==> config.mk <==
export PLATFORM = sky130hd
export DESIGN_NAME = mmdiac_top
export DESIGN_NICKNAME = d
export VERILOG_FILES = /design/src/hdl/mmdiac_pkg.sv /design/src/hdl/mmdiac_ptr_mem.sv /design/src/hdl/mmdiac_top.sv
export SDC_FILE = /design/constraint.sdc
export NUM_CORES = 1
export LEC_CHECK = 0
export ABC_AREA = 1
export BUFFER_PORTS_ARGS = -buffer_cell sky130_fd_sc_hd__buf_2
export CORE_ASPECT_RATIO = 1.75
export CORE_MARGIN = 2
export CORE_UTILIZATION = 25
export DETAILED_ROUTE_END_ITERATION = 8
export PLACE_DENSITY = 0.45
export SKIP_LAST_GASP = 1
export SLEW_MARGIN = 30
export SYNTH_ARGS = -nofsm -noshare
export SYNTH_HDL_FRONTEND = slang
export SYNTH_HIERARCHICAL = 1
export SYNTH_SLANG_ARGS = --single-unit
==> constraint.sdc <==
create_clock -name ref_clk -period 3 [get_ports ref_clk]
set_clock_uncertainty 0.2 [all_clocks]
set_input_delay 0.3 -clock ref_clk [delete_from_list [all_inputs] [get_ports ref_clk]]
set_output_delay 0.3 -clock ref_clk [all_outputs]
set_load 0.03 [all_outputs]
==> src/hdl/mmdiac_pkg.sv <==
/*
 * Constants, types and bundles shared by the indirect MMD access control
 * block and its pointer memory.
 * Assumes a single 100 MHz management clock and a parallel register port
 * fed by the management frame logic that sits outside this block.
 */
// Function
// - Each MMD keeps its own pointer; accesses never touch other pointers.
// - The five-bit target device field routes every data window access.
// - Function bits 15:14; address function reaches the MMD's pointer.
// - Data functions reach the MMD register that its pointer designates.
// - Post-increment adds one to the pointer after every read or write.
// - Write-only increment: pointer advances after writes, not after reads.
// - A sixteen-bit read-write data window reaches pointer or MMD register.
package mmdiac_pkg;

	// ------------------------------------------------------------------
	// Register map and field layout
	// ------------------------------------------------------------------
	localparam int          MMDIAC_DW         = 16;
	localparam int          MMDIAC_AW         = 5;
	localparam int          MMDIAC_NUM_MMD    = 32;
	localparam logic [4:0]  MMDIAC_CTRL_OFS   = 5'h0D;
	localparam logic [4:0]  MMDIAC_DATA_OFS   = 5'h0E;
	localparam int          MMDIAC_FUNC_HI    = 15;
	localparam int          MMDIAC_FUNC_LO    = 14;
	localparam int          MMDIAC_DEV_HI     = 4;
	localparam int          MMDIAC_DEV_LO     = 0;
	localparam logic [15:0] MMDIAC_CTRL_RST   = 16'h0000;
	localparam logic [15:0] MMDIAC_DATA_RST   = 16'h0000;
	localparam logic [15:0] MMDIAC_PTR_RST    = 16'h0000;
	localparam logic [15:0] MMDIAC_PTR_STEP   = 16'h0001;
	localparam logic [15:0] MMDIAC_UNMAPPED   = 16'h0000;

	// ------------------------------------------------------------------
	// Access functions and sequencer states
	// ------------------------------------------------------------------
	typedef enum logic [1:0] {
		MMDIAC_FN_ADDRESS   = 2'b00,
		MMDIAC_FN_DATA      = 2'b01,
		MMDIAC_FN_DATA_INC    = 2'b10,
		MMDIAC_FN_DATA_INC_WR = 2'b11
	} mmdiac_func_t;

	typedef enum logic [1:0] {
		MMDIAC_ST_IDLE = 2'b00,
		MMDIAC_ST_PTR  = 2'b01,
		MMDIAC_ST_MMD  = 2'b10
	} mmdiac_state_t;

	// ------------------------------------------------------------------
	// Request bundles
	// ------------------------------------------------------------------
	typedef struct packed {
		logic        we;
		logic [4:0]  reg_addr;
		logic [15:0] wdata;
	} mmdiac_mgmt_req_t;

	typedef struct packed {
		logic        we;
		logic [4:0]  target_device_number;
		logic [15:0] reg_addr;
		logic [15:0] wdata;
	} mmdiac_mmd_req_t;

endpackage

==> src/hdl/mmdiac_ptr_mem.sv <==
/*
 * Small pointer memory: one address pointer word per MMD, one write
 * port and one read port whose data come out of a register.
 * Assumes synchronous active-low reset on the shared management clock.
 */
module mmdiac_ptr_mem
	import mmdiac_pkg::*;
#(
	parameter int DW    = MMDIAC_DW,
	parameter int AW    = MMDIAC_AW,
	parameter int DEPTH = MMDIAC_NUM_MMD
) (
	input  wire logic          ref_clk,
	input  wire logic          rst_n,
	input  wire logic          wr_en,
	input  wire logic [AW-1:0] wr_addr,
	input  wire logic [DW-1:0] wr_data,
	input  wire logic          rd_en,
	input  wire logic [AW-1:0] rd_addr,
	output logic      [DW-1:0] rd_data
);

	logic [DW-1:0] mem_ff [DEPTH];
	logic [DW-1:0] rd_data_ff;

	// ------------------------------------------------------------------
	// Storage
	// ------------------------------------------------------------------
	// Reset clears every pointer so each MMD starts from register zero
	always_ff @(posedge ref_clk) begin
		if (!rst_n) begin
			for (int i = 0; i < DEPTH; i++) begin
				mem_ff[i] <= DW'(MMDIAC_PTR_RST);
			end
		end else if (wr_en) begin
			mem_ff[wr_addr] <= wr_data; // Only the addressed word
		end
	end

	// Registered read; held while rd_en is low so the caller may reuse it
	always_ff @(posedge ref_clk) begin
		if (!rst_n) begin
			rd_data_ff <= DW'(MMDIAC_PTR_RST);
		end else if (rd_en) begin
			rd_data_ff <= mem_ff[rd_addr];
		end
	end

	assign rd_data = rd_data_ff;

endmodule

==> src/hdl/mmdiac_top.sv <==
/*
 * Indirect MMD access control: the control register and data window
 * through which a management master reaches per-MMD address pointers
 * and MMD registers, with optional pointer post-increment.
 * Assumes the management frame logic presents decoded register accesses
 * as one-cycle requests, and that the MMD side answers each request with
 * a one-cycle acknowledge carrying read data.
 */
module mmdiac_top
	import mmdiac_pkg::*;
(
	input  wire logic              ref_clk,
	input  wire logic              rst_n,
	input  wire logic              mgmt_req_valid,
	input  wire mmdiac_mgmt_req_t  mgmt_req,
	output logic                   mgmt_ack,
	output logic [15:0]            mgmt_rdata,
	output logic                   mgmt_busy,
	output logic                   mmd_req_valid,
	output mmdiac_mmd_req_t        mmd_req,
	input  wire logic              mmd_ack,
	input  wire logic [15:0]       mmd_rdata
);

	// ------------------------------------------------------------------
	// Declarations
	// ------------------------------------------------------------------
	mmdiac_state_t    state_ff;
	mmdiac_func_t     func_ff;
	logic [4:0]       tdev_ff;
	logic             cur_we_ff;
	logic [15:0]      cur_wdata_ff;
	logic             mgmt_ack_ff;
	logic [15:0]      mgmt_rdata_ff;
	logic             mmd_req_valid_ff;
	mmdiac_mmd_req_t  mmd_req_ff;
	logic             ptr_rd_en;
	logic [15:0]      ptr_rdata;
	logic             ptr_wr_en;
	logic [15:0]      nxt_ptr;
	logic             take_req;
	logic             hit_ctrl;
	logic             hit_data;

	// Compose the control register image; reserved ranges stay zero
	function automatic logic [15:0] ctrl_image(mmdiac_func_t fn,
	                                           logic [4:0] dev);
		logic [15:0] v;
		v = MMDIAC_CTRL_RST;
		v[MMDIAC_FUNC_HI:MMDIAC_FUNC_LO] = fn;
		v[MMDIAC_DEV_HI:MMDIAC_DEV_LO]   = dev;
		return v;
	endfunction

	// Does this function bump the pointer after the given access kind
	function automatic logic bumps(mmdiac_func_t fn, logic we);
		return (fn == MMDIAC_FN_DATA_INC) ||
		       ((fn == MMDIAC_FN_DATA_INC_WR) && we);
	endfunction

	// ------------------------------------------------------------------
	// Request decode
	// ------------------------------------------------------------------
	// Requests arriving while a window access is in flight are dropped;
	// mgmt_busy tells the frame logic to hold off instead
	assign take_req = mgmt_req_valid && (state_ff == MMDIAC_ST_IDLE);
	assign hit_ctrl = take_req && (mgmt_req.reg_addr == MMDIAC_CTRL_OFS);
	assign hit_data = take_req && (mgmt_req.reg_addr == MMDIAC_DATA_OFS);
	assign ptr_rd_en = hit_data;

	// ------------------------------------------------------------------
	// Control register
	// ------------------------------------------------------------------
	// Only function and target device are stored; writes to the
	// reserved ranges fall away
	always_ff @(posedge ref_clk) begin
		if (!rst_n) begin
			func_ff <= mmdiac_func_t'(MMDIAC_CTRL_RST[MMDIAC_FUNC_HI:
			                                          MMDIAC_FUNC_LO]);
			tdev_ff <= MMDIAC_CTRL_RST[MMDIAC_DEV_HI:MMDIAC_DEV_LO];
		end else if (hit_ctrl && mgmt_req.we) begin
			func_ff <= mmdiac_func_t'(mgmt_req.wdata[MMDIAC_FUNC_HI:
			                                         MMDIAC_FUNC_LO]);
			tdev_ff <= mgmt_req.wdata[MMDIAC_DEV_HI:MMDIAC_DEV_LO];
		end
	end

	// Capture the data window access kind and payload
	always_ff @(posedge ref_clk) begin
		if (!rst_n) begin
			cur_we_ff    <= 1'b0;
			cur_wdata_ff <= MMDIAC_DATA_RST;
		end else if (hit_data) begin
			cur_we_ff    <= mgmt_req.we;
			cur_wdata_ff <= mgmt_req.wdata;
		end
	end

	// ------------------------------------------------------------------
	// Sequencer
	// ------------------------------------------------------------------
	// IDLE -> PTR (pointer word fetched) -> IDLE for address function,
	// or -> MMD, waiting on the MMD side's acknowledge
	always_ff @(posedge ref_clk) begin
		if (!rst_n) begin
			state_ff <= MMDIAC_ST_IDLE;
		end else begin
			unique case (state_ff)
				MMDIAC_ST_IDLE: begin
					if (hit_data) begin
						state_ff <= MMDIAC_ST_PTR;
					end
				end
				MMDIAC_ST_PTR: begin
					if (func_ff == MMDIAC_FN_ADDRESS) begin
						state_ff <= MMDIAC_ST_IDLE;
					end else begin
						state_ff <= MMDIAC_ST_MMD;
					end
				end
				MMDIAC_ST_MMD: begin
					if (mmd_ack) begin
						state_ff <= MMDIAC_ST_IDLE;
					end
				end
				default: begin
					state_ff <= MMDIAC_ST_IDLE;
				end
			endcase
		end
	end

	// ------------------------------------------------------------------
	// Pointer update
	// ------------------------------------------------------------------
	// Address writes load the pointer; completed data accesses may bump
	// it. The pointer word stays in the read register, so no re-fetch.
	always_comb begin
		ptr_wr_en = 1'b0;
		nxt_ptr   = ptr_rdata;
		if ((state_ff == MMDIAC_ST_PTR) && (func_ff == MMDIAC_FN_ADDRESS)
		    && cur_we_ff) begin
			ptr_wr_en = 1'b1;
			nxt_ptr   = cur_wdata_ff;
		end else if ((state_ff == MMDIAC_ST_MMD) && mmd_ack
		             && bumps(func_ff, cur_we_ff)) begin
			ptr_wr_en = 1'b1;
			nxt_ptr   = ptr_rdata + MMDIAC_PTR_STEP;
		end
	end

	mmdiac_ptr_mem #(
		.DW    (MMDIAC_DW),
		.AW    (MMDIAC_AW),
		.DEPTH (MMDIAC_NUM_MMD)
	) u_ptr_mem (
		.ref_clk (ref_clk),
		.rst_n   (rst_n),
		.wr_en   (ptr_wr_en),
		.wr_addr (tdev_ff),
		.wr_data (nxt_ptr),
		.rd_en   (ptr_rd_en),
		.rd_addr (tdev_ff),
		.rd_data (ptr_rdata)
	);

	// ------------------------------------------------------------------
	// MMD side request
	// ------------------------------------------------------------------
	// Request stands from PTR exit until the MMD acknowledge
	always_ff @(posedge ref_clk) begin
		if (!rst_n) begin
			mmd_req_valid_ff <= 1'b0;
			mmd_req_ff       <= '0;
		end else if ((state_ff == MMDIAC_ST_PTR)
		             && (func_ff != MMDIAC_FN_ADDRESS)) begin
			mmd_req_valid_ff                <= 1'b1;
			mmd_req_ff.we                   <= cur_we_ff;
			mmd_req_ff.target_device_number <= tdev_ff;
			mmd_req_ff.reg_addr             <= ptr_rdata;
			mmd_req_ff.wdata                <= cur_wdata_ff;
		end else if (mmd_ack) begin
			mmd_req_valid_ff <= 1'b0;
		end
	end

	// ------------------------------------------------------------------
	// Management answer
	// ------------------------------------------------------------------
	// One-cycle acknowledge; unmapped offsets answer with zero data
	always_ff @(posedge ref_clk) begin
		if (!rst_n) begin
			mgmt_ack_ff   <= 1'b0;
			mgmt_rdata_ff <= MMDIAC_UNMAPPED;
		end else begin
			mgmt_ack_ff <= 1'b0;
			if (take_req && !hit_data) begin
				mgmt_ack_ff   <= 1'b1;
				mgmt_rdata_ff <= hit_ctrl ? ctrl_image(func_ff, tdev_ff)
				                          : MMDIAC_UNMAPPED;
			end else if ((state_ff == MMDIAC_ST_PTR)
			             && (func_ff == MMDIAC_FN_ADDRESS)) begin
				mgmt_ack_ff   <= 1'b1;
				mgmt_rdata_ff <= ptr_rdata;
			end else if ((state_ff == MMDIAC_ST_MMD) && mmd_ack) begin
				mgmt_ack_ff   <= 1'b1;
				mgmt_rdata_ff <= cur_we_ff ? cur_wdata_ff : mmd_rdata;
			end
		end
	end

	// Busy flag registered so the output comes from a flip-flop
	logic busy_ff;
	always_ff @(posedge ref_clk) begin
		if (!rst_n) begin
			busy_ff <= 1'b0;
		end else if (hit_data) begin
			busy_ff <= 1'b1;
		end else if (((state_ff == MMDIAC_ST_PTR)
		              && (func_ff == MMDIAC_FN_ADDRESS))
		             || ((state_ff == MMDIAC_ST_MMD) && mmd_ack)) begin
			busy_ff <= 1'b0;
		end
	end

	assign mgmt_ack      = mgmt_ack_ff;
	assign mgmt_rdata    = mgmt_rdata_ff;
	assign mgmt_busy     = busy_ff;
	assign mmd_req_valid = mmd_req_valid_ff;
	assign mmd_req       = mmd_req_ff;

endmodule

=== Yosys cells after proc, flatten, opt, wreduce, memory -nomap -nowiden ===
Memory sizes are Yosys's and may differ from the RTL's. A register that Yosys moved wholly into a read port is not among the register bits.
Cells that the tools add are included.

* Add/sub/neg operators: 1
* $mul: 0
* Div/mod/pow operators: 0
* $lt $le $gt $ge: 0
* Equal/unequal tests: 8
* Shift-type cells: 0
* Muxes and demuxes: 27
* Bitwise logic cells: 0
* Reductions and logical operators: 23

{| class="wikitable"
|+ Operator list
! kind !! count
|-
| two-way mux 16 bit || 8
|-
| adder 16 x 1 -> 16 bit, second input constant || 1
|-
| OR reduction 16 bit || 1
|-
| two-way mux 1 bit || 14
|-
| logical AND 1 bit || 11
|-
| == test 5 x 4 -> 1 bit, second input constant || 2
|-
| == test 2 bit, second input constant || 3
|-
| two-way mux 2 bit || 3
|-
| one-hot mux 2 bit (3 select lines) || 1
|-
| nonzero test 2 bit || 3
|-
| two-way mux 5 bit || 1
|-
| logical NOT 2 bit || 2
|-
| inequality test 2 bit, second input constant || 2
|-
| nonzero test 3 bit || 1
|-
| == test 2 x 1 -> 1 bit, second input constant || 1
|-
| logical NOT 1 bit || 2
|-
| logical OR 1 bit || 2
|-
| AND reduction 2 bit || 1
|}

* Flip-flop bits (word level): 83
* Bits in latches: 0
* RAM bits: 512
* Memory bits (read-only): 0
* Bits of input ports: 42
* Output and inout port bits: 57
* Memories: 1

{| class="wikitable"
|+ Memory list
! memory !! depth !! bits a word !! read ports !! clocked after memory_dff !! write ports !! RTL line !! source
|-
| u_ptr_mem.mem_ff || 32 || 16 || 1 || 1 || 32 || mmdiac_ptr_mem.sv:23 || <nowiki>logic [DW-1:0] mem_ff [DEPTH];</nowiki>
|}

=== Depth between registers and ports, before layout ===
Gate-level depths: netlist of run 1.

* Depth after elaboration: 11
* Depth in mapped cells: 14
* Depth with buffers taken out: 12

=== By module ===
The synthesis of run 1 kept the hierarchy.

{| class="wikitable"
|+ By module, submodules not included
! module !! instances !! cells each !! area an instance (um^2) !! seq. area each (um^2)
|-
| mmdiac_ptr_mem || 1 || 2443 || 24005.5 || 15695.1
|-
| mmdiac_top || 1 || 586 || 3906.2 || 1661.6
|}

=== Worst setup path after synthesis of run 1 ===
OpenSTA, ideal clock, no wires.

* Kind: reg2reg
* Start point: register state_ff[0]
* End point: memory u_ptr_mem/mem_ff[0][0] (netlist name), enable pin
* Arrival: 2.385 ns
* Required time: 2.428 ns
* Path slack: 0.043 ns
* Cell stages (with the launch flop): 13
* Path buffers: 2
* Clock period less this slack: 2.957 ns
* Cell sequence: dfxtp_1 > inv_1 > nor2_1 > nand2_1 > inv_2 > nand2_2 > buf_2 > nand2_1 > nand2_2 > nor3_4 > nand2_2 > clkbuf_1 > nand2_1

{| class="wikitable"
|+ RTL lines
! what !! RTL line !! source
|-
| start: declaration || mmdiac_top.sv:28 || <nowiki>mmdiac_state_t state_ff;</nowiki>
|-
| start signal: assignment || mmdiac_top.sv:106 || <nowiki>state_ff <= MMDIAC_ST_IDLE;</nowiki>
|-
| start signal: assignment || mmdiac_top.sv:111 || <nowiki>state_ff <= MMDIAC_ST_PTR;</nowiki>
|-
| start signal: assignment || mmdiac_top.sv:116 || <nowiki>state_ff <= MMDIAC_ST_IDLE;</nowiki>
|-
| end: declaration || mmdiac_ptr_mem.sv:23 ||
|}

==> summary.md, run 1 <==
| Metric | Value |
|---|---|
| Outcome | `finished clean` |
| Global-route wire length before repair | `143000 um` |
| Synthesized net count | `3072` |
| Unique cell type count in the Yosys netlist | `30` |
| DR vias/cell | `4.55` |
| Clock Latency Late Sink | `0.63 ns` |
| Slew @ Worst Pin | `0.955 ns` |
| Unrepaired setup endpoints after global routing | `false` |
| P_leak | `0.0119 uW` |
| Die boundary width | `257 um` |
| Post-synthesis instance area | `0.0279 mm^2` |
| Drc violations | `0` |
| Worst min-delay path category | `primary input to flip-flop` |
| Final HPWL from detailed placement | `63300 um` |
| Global Route Usage Sum | `16.8%` |
| Synthesized instance count | `3029` |
| Clock sink count | `611` |
| Total setup buffers inserted after CTS | `0` |
| Final wirelength | `96300 um` |
| Layout Area Growth over Synthesis | `17.5%` |
| Mean area per synthesized cell | `9.21 um^2` |
| Dpl cell area | `0.0307 mm^2` |
| Max rail drop VDD | `0.434 mV` |
| DRC marker count from the first detailed-route iteration | `1266` |
| Number of violations of the max-capacitance limit | `0` |
| DR vias | `21300` |
| Height of the die | `446 um` |
| Clock slew at reported path FFs | `0.08 ns` |
| CTS H-tree lvls | `2` |
| # IOs | `99` |
| Power density over cell area | `527 mW/mm^2` |
| Critical path endpoint category | `flip-flop` |
| Sum of overflow across all layers after global routing | `0` |
| TritonRoute pass-1 iters | `5` |
| Critical Path Start Type | `flip-flop` |
| Root Buffer Master | `clkbuf_16` |
| Nets | `3199` |
| Final count of negative-setup-slack endpoints | `0` |
| Clock tree buffer depth | `3` |
| Worst-case headroom to the max-slew limit | `35.9%` |
| Quantity of I/O buffers inserted on ports | `98` |
| DR WL/cell | `20.6 um` |
| Total Die Area | `0.114 mm^2` |
| End-of-flow core utilization | `29.5%` |
| Share of layout cells above drive strength 1 | `14.3%` |
| Maximum fanout along the worst path | `21` |
| Setup TNS | `0 ns` |
| Starting utilization of the core area | `25.1%` |
| Classification of the worst setup path | `flip-flop to flip-flop` |
| Area of the core | `0.111 mm^2` |
| Pin count of the biggest net entering global routing | `117` |
| Final std cell area, no fill | `0.0328 mm^2` |
| Number of synthesis warnings | `6` |
| Vias in the first global route | `21600` |
| Total count of max-transition violations in the final report | `0` |
| Period utilisation layout | `89.6%` |
| Synth Register Bits | `611` |
| Minimum clock period after layout | `2.69 ns` |
| Standard-cell row count | `162` |
| Final hold viol count | `0` |
| Critical path data arrival time | `2.79 ns` |
| Proportion of synthesized chip area in sequential cells | `62.2%` |
| Routability congestion estimate from global placement | `0.853` |
| Number of antenna violations at the first check in global routing | `1` |
| Critical Path RT | `3.11 ns` |
| TritonCTS clock tree | `yes` |
| Max Fclk | `372 MHz` |
| Number of buffers inserted during clock tree synthesis | `54` |
| Residual antenna-violating net count after detailed routing | `0` |
-- critical path: stages (launching register included) --
cell and delay, ns:
dfxtp_2 0.54, buf_12 0.27, nor3_1 0.78, nand2_2 0.19, nand2_1 0.10, buf_4 0.27
-- area by class of cell --
class                   instances  area (um^2)
inverters                      64          253
fillers                     11800        78300
multi-input cells            2128         9150
well taps                    1476         1850
repair buffers                297         2430
flip-flops and latches        611        17400
clock buffers                  64         1470
diodes                          1         2.50
clock inverters                36          256
-- cells by family (layout without fill, tap and decap cells) --
| family | count (synthesis) | in the layout | share of synthesized area (%) |
|---|---|---|---|
| compound gates | 168 | 168 | 3.12 |
| buf+inv | 290 | 461 | 5.02 |
| other cells | 0 | 1 | 0 |
| fa+ha+maj | 1 | 1 | 0.0448 |
| simple gates | 1959 | 1959 | 29.6 |
| flops | 611 | 611 | 62.2 |
-- state kept, by name (all words and copies together), names as in the netlist --
| name | count |
|---|---|
| mgmt_ack | 1 |
| state_ff | 2 |
| mgmt_busy | 1 |
| mmd_req_valid | 1 |
| mgmt_rdata | 16 |
| cur_wdata_ff | 16 |
| u_ptr_mem/mem_ff | 512 |
| tdev_ff | 5 |
| func_ff | 2 |
| u_ptr_mem/rd_data | 16 |
| cur_we_ff | 1 |
| mmd_req | 38 |
-- metal layers --
metal	track usage, %	routed length, um
met1	17.3	34400
met2	32.4	52400
met3	1.41	2940
met4	10.5	6560
met5	0	0
-- stage by stage --
| stage | hold WS, ns | std cells | total power, uW | setup slack [ns] |
|---|---|---|---|---|
| floorplan | 0.239 | 3029 | 10000 | 0.0434 |
| detailed placement | 0.230 | 4537 | 10400 | 0.321 |
| global route | 0.0993 | 4677 | 17800 | 0.167 |
| finish | 0.0609 | 4677 | 17300 | 0.311 |
| global placement | 0.225 | 4537 | 10400 | 0.258 |
| CTS | 0.00623 | 4676 | 17500 | 0.281 |
-- cell usage in the layout (no fill, tap or decap), types with 2 or more instances in the layout --
| cell type | Yosys | final |
|---|---|---|
| a21oi_1 | 55 | 55 |
| a31oi_1 | 6 | 6 |
| buf_12 | 0 | 28 |
| buf_2 | 70 | 97 |
| buf_4 | 4 | 133 |
| bufinv_16 | 0 | 3 |
| clkbuf_1 | 107 | 5 |
| clkbuf_16 | 0 | 57 |
| clkbuf_8 | 0 | 2 |
| clkinv_1 | 0 | 22 |
| clkinv_2 | 0 | 10 |
| clkinvlp_4 | 0 | 4 |
| dfxtp_1 | 99 | 96 |
| dfxtp_4 | 0 | 2 |
| dlygate4sd3_1 | 0 | 39 |
| edfxtp_1 | 512 | 512 |
| inv_1 | 57 | 40 |
| inv_2 | 7 | 15 |
| inv_4 | 0 | 3 |
| inv_8 | 0 | 2 |
| nand2_1 | 836 | 836 |
| nand2_2 | 35 | 35 |
| nand3_1 | 457 | 457 |
| nand4_1 | 3 | 3 |
| nor2_1 | 550 | 550 |
| nor2_2 | 56 | 56 |
| nor2_4 | 2 | 2 |
| nor3_1 | 12 | 12 |
| nor3_4 | 4 | 4 |
| o211ai_1 | 7 | 7 |
| o21ai_0 | 94 | 94 |
| o21ai_1 | 4 | 4 |
-- path summary, 6_finish.rpt --
path	from	endpoint	slack [ns]	cells after the start
min reg2reg	mgmt_rdata[11]	mgmt_rdata[11]	0.24	2
min	mgmt_req[16]	state_ff[0]	0.06	5
max reg2reg	tdev_ff[2]	u_ptr_mem/mem_ff[19][12]	0.31	5
max	tdev_ff[2]	u_ptr_mem/mem_ff[19][12]	0.31	5
-- power breakdown --
group          switching, uW  total, uW  internal [uW]
logic                    503        726            223
registers               74.1       9470           9390
clock network           3340       7100           3760
total                   3920      17300          13400
-- cells in the mapped netlist --
cell / instances / area, um^2
nor2_1: 550 / 2060
o22ai_1: 1 / 6.26
edfxtp_1: 512 / 15400
nor3_2: 1 / 10.0
nand4_1: 3 / 18.8
nand2_1: 836 / 3140
nand3_2: 1 / 10.0
nand2_2: 35 / 219
o211ai_1: 7 / 52.6
a21oi_1: 55 / 275
o21ai_0: 94 / 470
dfxtp_1: 99 / 1980
nand3_1: 457 / 2290
nor3_1: 12 / 60.1
o21ai_1: 4 / 20.0
nor3_4: 4 / 65.1
clkbuf_1: 107 / 402
nor3b_4: 1 / 18.8
inv_2: 7 / 26.3
nor2_2: 56 / 350
o31ai_1: 1 / 7.51
ha_1: 1 / 12.5
nand3b_1: 1 / 7.51
buf_6: 28 / 315
inv_1: 57 / 214
buf_2: 70 / 350
a31oi_1: 6 / 37.5
buf_4: 4 / 30.0
buf_1: 17 / 63.8
nor2_4: 2 / 22.5
-- repair_timing --
action,4_1_cts,5_1_grt
hold buffers,39,0
endpoints found under the setup margin,0,6
gates resized for setup,0,1
hold endpoints to repair,41,0
Power figures use the tool's default switching activity.
==> run 2: changes to the inputs <==
- RECOVER_POWER: unset -> 50
==> summary.md, run 2 (same netlist as run 1, synthesis figures left out) <==
| Metric | Value |
|---|---|
| Height of the die | `446 um (unchanged)` |
| Number of violations of the max-capacitance limit | `0 (unchanged)` |
| # IOs | `99 (unchanged)` |
| Highest-delay cell along the critical path | `nor3_1` |
| Busiest metal layer after global routing | `met2` |
| Sum of overflow across all layers after global routing | `0 (unchanged)` |
| Total setup buffers inserted after CTS | `0 (unchanged)` |
| Starting utilization of the core area | `25.1% (unchanged)` |
| Clock sink count | `611 (unchanged)` |
| Post-layout worst setup margin | `0.203 ns (-0.109 ns)` |
| Outcome | `finished clean` |
| Proportion of total power due to net switching | `22.6% (-0.028 points)` |
| Area of the core | `0.111 mm^2 (unchanged)` |
| Net switching component of the power | `3910 uW (-0.24%)` |
| Clock slew at reported path FFs | `0.08 ns (about the same)` |
| Residual antenna-violating net count after detailed routing | `0 (unchanged)` |
| Final hold viol count | `0 (unchanged)` |
| Power density over cell area | `533 mW/mm^2 (+1.0%)` |
| Worst-case headroom to the max-slew limit | `12.5% (-23 points)` |
| Slew @ Worst Pin | `1.31 ns (+0.356 ns)` |
| Setup slack of the worst register-to-register path | `0.20 ns (-0.11 ns)` |
| Total power consumption of the routed design | `17300 uW (-0.12%)` |
| Unrepaired setup endpoints after global routing | `false` |
| Share of layout cells above drive strength 1 | `10.8% (-3.5 points)` |
| Layout fillers | `11900 (+0.64%)` |
| Number of antenna violations at the first check in global routing | `1 (unchanged)` |
| FF-to-FF End | `u_ptr_mem/mem_ff[19][10]` |
| First element of the critical path | `tdev_ff[2]` |
| Capture point of the critical path | `u_ptr_mem/mem_ff[19][10]` |
| Layout Area Growth over Synthesis | `16.1%` |
| P_leak | `0.0116 uW (-3.0%)` |
| Depth of the worst register-to-register path | `5 (unchanged)` |
| Critical Path RT | `3.11 ns (about the same)` |
| Critical path data arrival time | `2.90 ns (+0.11 ns)` |
| Cell internal power dissipation | `13400 uW (about the same)` |
| Total count of max-transition violations in the final report | `0 (unchanged)` |
| Final std cell area, no fill | `0.0324 mm^2 (-1.1%)` |
| Critical Path Start Type | `flip-flop` |
| Critical path endpoint category | `flip-flop` |
| Number of flip-flops in the largest register | `512 (unchanged)` |
| Launch point of the worst reg-to-reg path | `tdev_ff[2]` |
| Root Buffer Master | `clkbuf_16` |
| CTS H-tree lvls | `2 (unchanged)` |
| Global-route wire length before repair | `143000 um (unchanged)` |
| Setup WS pre-CTS | `0.321 ns (unchanged)` |
| Vias in the first global route | `21600 (unchanged)` |
| TritonCTS clock tree | `yes` |
| Sequential share of power | `54.8% (about the same)` |
| Commonest non-fill, non-tap cell in the layout | `nand2_1` |
| Period utilisation layout | `93.2% (+3.6 points)` |
| Met2 global-route usage | `32.4% (unchanged)` |
| Standard-cell row count | `162 (unchanged)` |
| Clock tree buffer depth | `3 (unchanged)` |
| Hold path start | `mgmt_req[16]` |
| DRC marker count from the first detailed-route iteration | `1277 (+0.87%)` |
| Drc violations | `0 (unchanged)` |
| Setup TNS | `0 ns (unchanged)` |
| Quantity of I/O buffers inserted on ports | `98 (unchanged)` |
| Top register by number of flip-flops | `u_ptr_mem/mem_ff` |
| Die boundary width | `257 um (unchanged)` |
| DR vias/cell | `4.55 (about the same)` |
| Routability congestion estimate from global placement | `0.853 (unchanged)` |
| Minimum clock period after layout | `2.80 ns (+0.109 ns)` |
| Dpl cell area | `0.0307 mm^2 (unchanged)` |
| Number of buffers inserted during clock tree synthesis | `54 (unchanged)` |
| Max rail drop VDD | `0.436 mV (+0.45%)` |
| Cells along the critical path | `clkbuf_4 -> nor3_1 -> nand2_2 -> nand2_1 -> buf_4` |
| DR vias | `21300 (+0.094%)` |
| Global Route Usage Sum | `16.8% (unchanged)` |
| Share of power burned in combinational logic | `4.1% (about the same)` |
| TritonRoute pass-1 iters | `5 (unchanged)` |
| Classification of the worst setup path | `flip-flop to flip-flop` |
| Final count of negative-setup-slack endpoints | `0 (unchanged)` |
| Highest-count cells in the layout ignoring fill and taps | `nand2_1 (856), nor2_1 (564), edfxtp_1 (512)` |
| Global-route track usage on met1 | `17.3% (unchanged)` |
| Clock power share | `41.1% (about the same)` |
| Clock Latency Late Sink | `0.63 ns (about the same)` |
| Total Die Area | `0.114 mm^2 (unchanged)` |
| Max Fclk | `357 MHz (-3.9%)` |
| DR WL/cell | `20.6 um (about the same)` |
| Maximum fanout along the worst path | `21 (unchanged)` |
| Worst min-delay path category | `primary input to flip-flop` |
| Global routing met3 resource utilization | `1.41% (unchanged)` |
| Pin count of the biggest net entering global routing | `117 (unchanged)` |
| Nets | `3199 (unchanged)` |
| Final HPWL from detailed placement | `63300 um (unchanged)` |
| Final wirelength | `96400 um (about the same)` |
| Max stage delay on crit path | `0.80 ns (+0.02 ns)` |
run 2: worst min path at each step:
stage | end | slack (ns) | cells past startpoint
after floorplan | tdev_ff[0] | 0.24 | 2
after global placement | mgmt_rdata[11] | 0.23 | 2
after detailed placement | mgmt_rdata[11] | 0.23 | 2
after CTS | mgmt_rdata[14] | 0.006 | 7
after global routing | state_ff[0] | 0.08 | 5
final | state_ff[0] | 0.04 | 5
run 2: layer usage:
layer | part of all wire [%] | up-vias
li1 | - | 10300
met1 | 35 | 10300
met2 | 54 | 529
met3 | 3.2 | 190
met4 | 6.9 | 0
met5 | 0 | -
run 2: what timing repair did:
item / 4_1_cts / 5_1_grt
gates resized for setup: 0 / 1
endpoints found under the hold margin: 41 / 0
endpoints found under the setup margin: 0 / 6
hold buffers: 39 / 0
run 2: critical path, delay by kind of cell (launching register included):
family,cells,cell delay [ns]
AND/OR/NAND/NOR,3,1.09
buffers and inverters,2,0.64
flip-flops,1,0.52
run 2: final cells by class:
cell class              count  area, um^2  share of cell area [%]
inverters                  64         250                   0.772
repair buffers            297        2150                    6.65
multi-input cells        2128        9070                    28.0
clock inverters            36         256                   0.791
clock buffers              64        1470                    4.54
diodes                      1        2.50                 0.00772
flip-flops and latches    611       17400                    53.6
well taps                1476        1850                    5.70
run 2: power by group through the flow:
stage                     clock network (uW)  logic [uW]  registers (uW)
final                                   7090         712            9470
after detailed placement                   0         700            9660
after global routing                    7550         784            9490
after floorplan                            0         368            9640
after CTS                               7300         739            9470
after global placement                     0         700            9650
run 2: per-stage QoR:
step,hold WS (ns),cells,utilization [%]
after global placement,0.225,4537,27.6
final,0.0436,4677,29.2
after floorplan,0.239,3029,-
after detailed placement,0.230,4537,27.6
after global routing,0.0835,4677,29.2
after CTS,0.00623,4676,29.5
==> run 3: changes to the inputs <==
- CORE_MARGIN: 2 -> 4
- SYNTH_HIERARCHICAL: 1 -> unset
==> summary.md, run 3 <==
| Metric | Value |
|---|---|
| Critical path endpoint category | `flip-flop` |
| DRC marker count from the first detailed-route iteration | `1429 (+12%)` |
| Period utilisation layout | `95.5% (+2.3 points)` |
| Leading area contributor after synthesis | `edfxtp_1` |
| Worst-case headroom to the max-slew limit | `15.3% (+2.8 points)` |
| Max rail drop VDD | `0.402 mV (-7.8%)` |
| Pin count of the biggest net entering global routing | `101 (-14%)` |
| Number of flip-flops in the largest register | `512 (unchanged)` |
| Global-route wire length before repair | `145000 um (+1.6%)` |
| Count of inserted antenna diode cells | `0 (-1)` |
| TritonCTS clock tree | `yes` |
| Synth async-reset ratio | `0% (unchanged)` |
| Area of the core | `0.109 mm^2 (-2.1%)` |
| Top register by number of flip-flops | `u_ptr_mem.mem_ff` |
| Global Route Usage Sum | `17.1% (+0.34 points)` |
| Unique cell type count in the Yosys netlist | `36 (+20%)` |
| Synthesized instance count | `3012 (-0.56%)` |
| Quantity of I/O buffers inserted on ports | `98 (unchanged)` |
| Sum of overflow across all layers after global routing | `0 (unchanged)` |
| Number of enable-type register cells in the synthesized netlist | `512 (unchanged)` |
| CTS H-tree lvls | `2 (unchanged)` |
| Unrepaired setup endpoints after global routing | `false` |
| Clock slew at reported path FFs | `0.07 ns (about the same)` |
| Total count of max-transition violations in the final report | `0 (unchanged)` |
| Final HPWL from detailed placement | `68200 um (+7.7%)` |
| Slew @ Worst Pin | `1.27 ns (-0.0402 ns)` |
| Number of violations of the max-capacitance limit | `0 (unchanged)` |
| Clock sink count | `611 (unchanged)` |
| Critical Path RT | `3.29 ns (+0.18 ns)` |
| Hold path start | `rst_n` |
| Highest-count cells in the layout ignoring fill and taps | `nand2_1 (1065), nor2_1 (545), edfxtp_1 (512)` |
| Synth Register Bits | `611 (unchanged)` |
| Worst min-delay path category | `primary input to flip-flop` |
| Dominant register cell in the synthesized netlist | `edfxtp_1` |
| DR vias/cell | `4.62 (+1.4%)` |
| Mean area per synthesized cell | `9.09 um^2 (-1.3%)` |
| Synthesized net count | `3055 (-0.55%)` |
| Max Fclk | `349 MHz (-2.4%)` |
| # IOs | `99 (unchanged)` |
| Number of synthesis warnings | `0 (-6)` |
| Starting utilization of the core area | `25.2% (+0.067 points)` |
| Drc violations | `0 (unchanged)` |
| Classification of the worst setup path | `flip-flop to flip-flop` |
| Final count of negative-setup-slack endpoints | `0 (unchanged)` |
| Die boundary width | `258 um (+0.63%)` |
| P_leak | `0.0120 uW (+3.3%)` |
| Share of layout cells above drive strength 1 | `9.21% (-1.6 points)` |
| TritonRoute pass-1 iters | `8 (+3)` |
| Vias in the first global route | `21600 (-0.11%)` |
| Launch point of the worst reg-to-reg path | `state_ff[1]` |
| Final hold viol count | `0 (unchanged)` |
| Nets | `3171 (-0.88%)` |
| Residual antenna-violating net count after detailed routing | `0 (unchanged)` |
| Root Buffer Master | `clkbuf_16` |
| Commonest non-fill, non-tap cell in the layout | `nand2_1` |
| Minimum clock period after layout | `2.87 ns (+0.0683 ns)` |
| First element of the critical path | `state_ff[1]` |
| Top cells by area, synth | `edfxtp_1 (56%), nand2_1 (14%), nor2_1 (7.5%)` |
| Layout Area Growth over Synthesis | `17.1%` |
| Number of antenna violations at the first check in global routing | `0 (-1)` |
| Outcome | `finished clean` |
| Synth top area share | `56.1% (+1.1 points)` |
| Height of the die | `446 um (about the same)` |
| Final wirelength | `101000 um (+5.0%)` |
| DR vias | `21400 (+0.37%)` |
| Routability congestion estimate from global placement | `0.866 (+1.5%)` |
| Clock tree buffer depth | `3 (unchanged)` |
| Maximum fanout along the worst path | `32 (+52%)` |
| Post-synthesis instance area | `0.0274 mm^2 (-1.9%)` |
| Most frequent cell after synthesis | `nand2_1` |
| Critical Path Start Type | `flip-flop` |
| DR WL/cell | `21.9 um (+6.1%)` |
| Critical path data arrival time | `3.16 ns (+0.26 ns)` |
| Clock Latency Late Sink | `0.65 ns (+0.02 ns)` |
| Proportion of synthesized chip area in sequential cells | `63.4% (+1.2 points)` |
| Power density over cell area | `534 mW/mm^2 (+0.26%)` |
| Number of gates given a new drive strength after cts | `0 (unchanged)` |
| Number of buffers inserted during clock tree synthesis | `55 (+1.9%)` |
| Setup TNS | `0 ns (unchanged)` |
| Leading cell types by count after synthesis | `nand2_1 (1049), nor2_1 (546), edfxtp_1 (512)` |
| Standard-cell row count | `160 (-1.2%)` |
| Total Die Area | `0.115 mm^2 (+0.60%)` |
| End-of-flow core utilization | `29.5% (+0.32 points)` |
==> run 3: cell types whose count changed after synthesis, moves of 20 or more <==
cell,previous run,this run
a21oi_1,55,175
buf_6,28,0
inv_1,57,77
nand2_1,836,1049
nand3_1,457,114
nand4_1,3,39
nor2_2,56,3
==> run 3: report_power, final <==
| group | switching [uW] | internal [uW] |
|---|---|---|
| Combinational | 480 | 172 |
| Sequential | 76.9 | 9400 |
| Clock | 3330 | 3670 |
| Total | 3890 | 13200 |
==> run 3: worst max-delay path: stages (launching register included) <==
cell and delay, ns:
dfxtp_1 0.40, nand3_1 0.15, nor2_1 0.82, buf_4 0.25, nand2_1 0.06, o21ai_0 0.29
o22ai_4 0.12, buf_12 0.21, nor2_1 0.14
==> run 3: path summary, 6_finish.rpt <==
check                                 end  slack, ns  depth (start not counted)
setup / recovery  u_ptr_mem.mem_ff[12][8]       0.13                          8
hold / removal                 mmd_req[6]       0.05                          4
setup reg to reg  u_ptr_mem.mem_ff[12][8]       0.13                          8
hold reg to reg             mgmt_rdata[5]       0.27                          2
==> run 3: what timing repair did <==
action	4_1_cts	5_1_grt
hold endpoints to repair	37	0
hold buffers	34	0
setup buffers	0	0
==> run 3: routing by layer <==
layer	wire length (um)	global-route usage [%]
met4	6880	10.1
met3	3480	1.52
met5	0	0
met1	35400	17.4
met2	55400	33.5
==> run 3: area by class of cell <==
class / count / area (um^2)
fillers: 11500 / 76600
repair buffers: 270 / 1970
clock buffers: 68 / 1440
flip-flops and latches: 611 / 17400
well taps: 1458 / 1820
clock inverters: 32 / 272
inverters: 84 / 323
multi-input cells: 2106 / 8890
==> run 3: cells by family after synthesis <==
family	after synthesis	synth area share (%)
and+or+nand+nor	1800	26.3
muxes	1	0.0365
DFF	611	63.4
adders and majority gates	1	0.0457
AOI/OAI and AO/OA	302	5.73
xor gates and xnor gates	2	0.0640
buffers and inverters	295	4.46
==> run 3: per-stage QoR <==
stage | hold WS [ns] | cell area [um^2] | power, uW | instances | setup WS, ns
finish | 0.0475 | 32100 | 17100 | 4629 | 0.134
global route | 0.0560 | 32100 | 17700 | 4629 | 0.0526
CTS | 0.0189 | 32300 | 17300 | 4629 | 0.246
detailed placement | 0.256 | 30300 | 10300 | 4495 | 0.279
global placement | 0.256 | 30300 | 10300 | 4495 | 0.267
floorplan | 0.235 | 27400 | 9950 | 3012 | 0.530
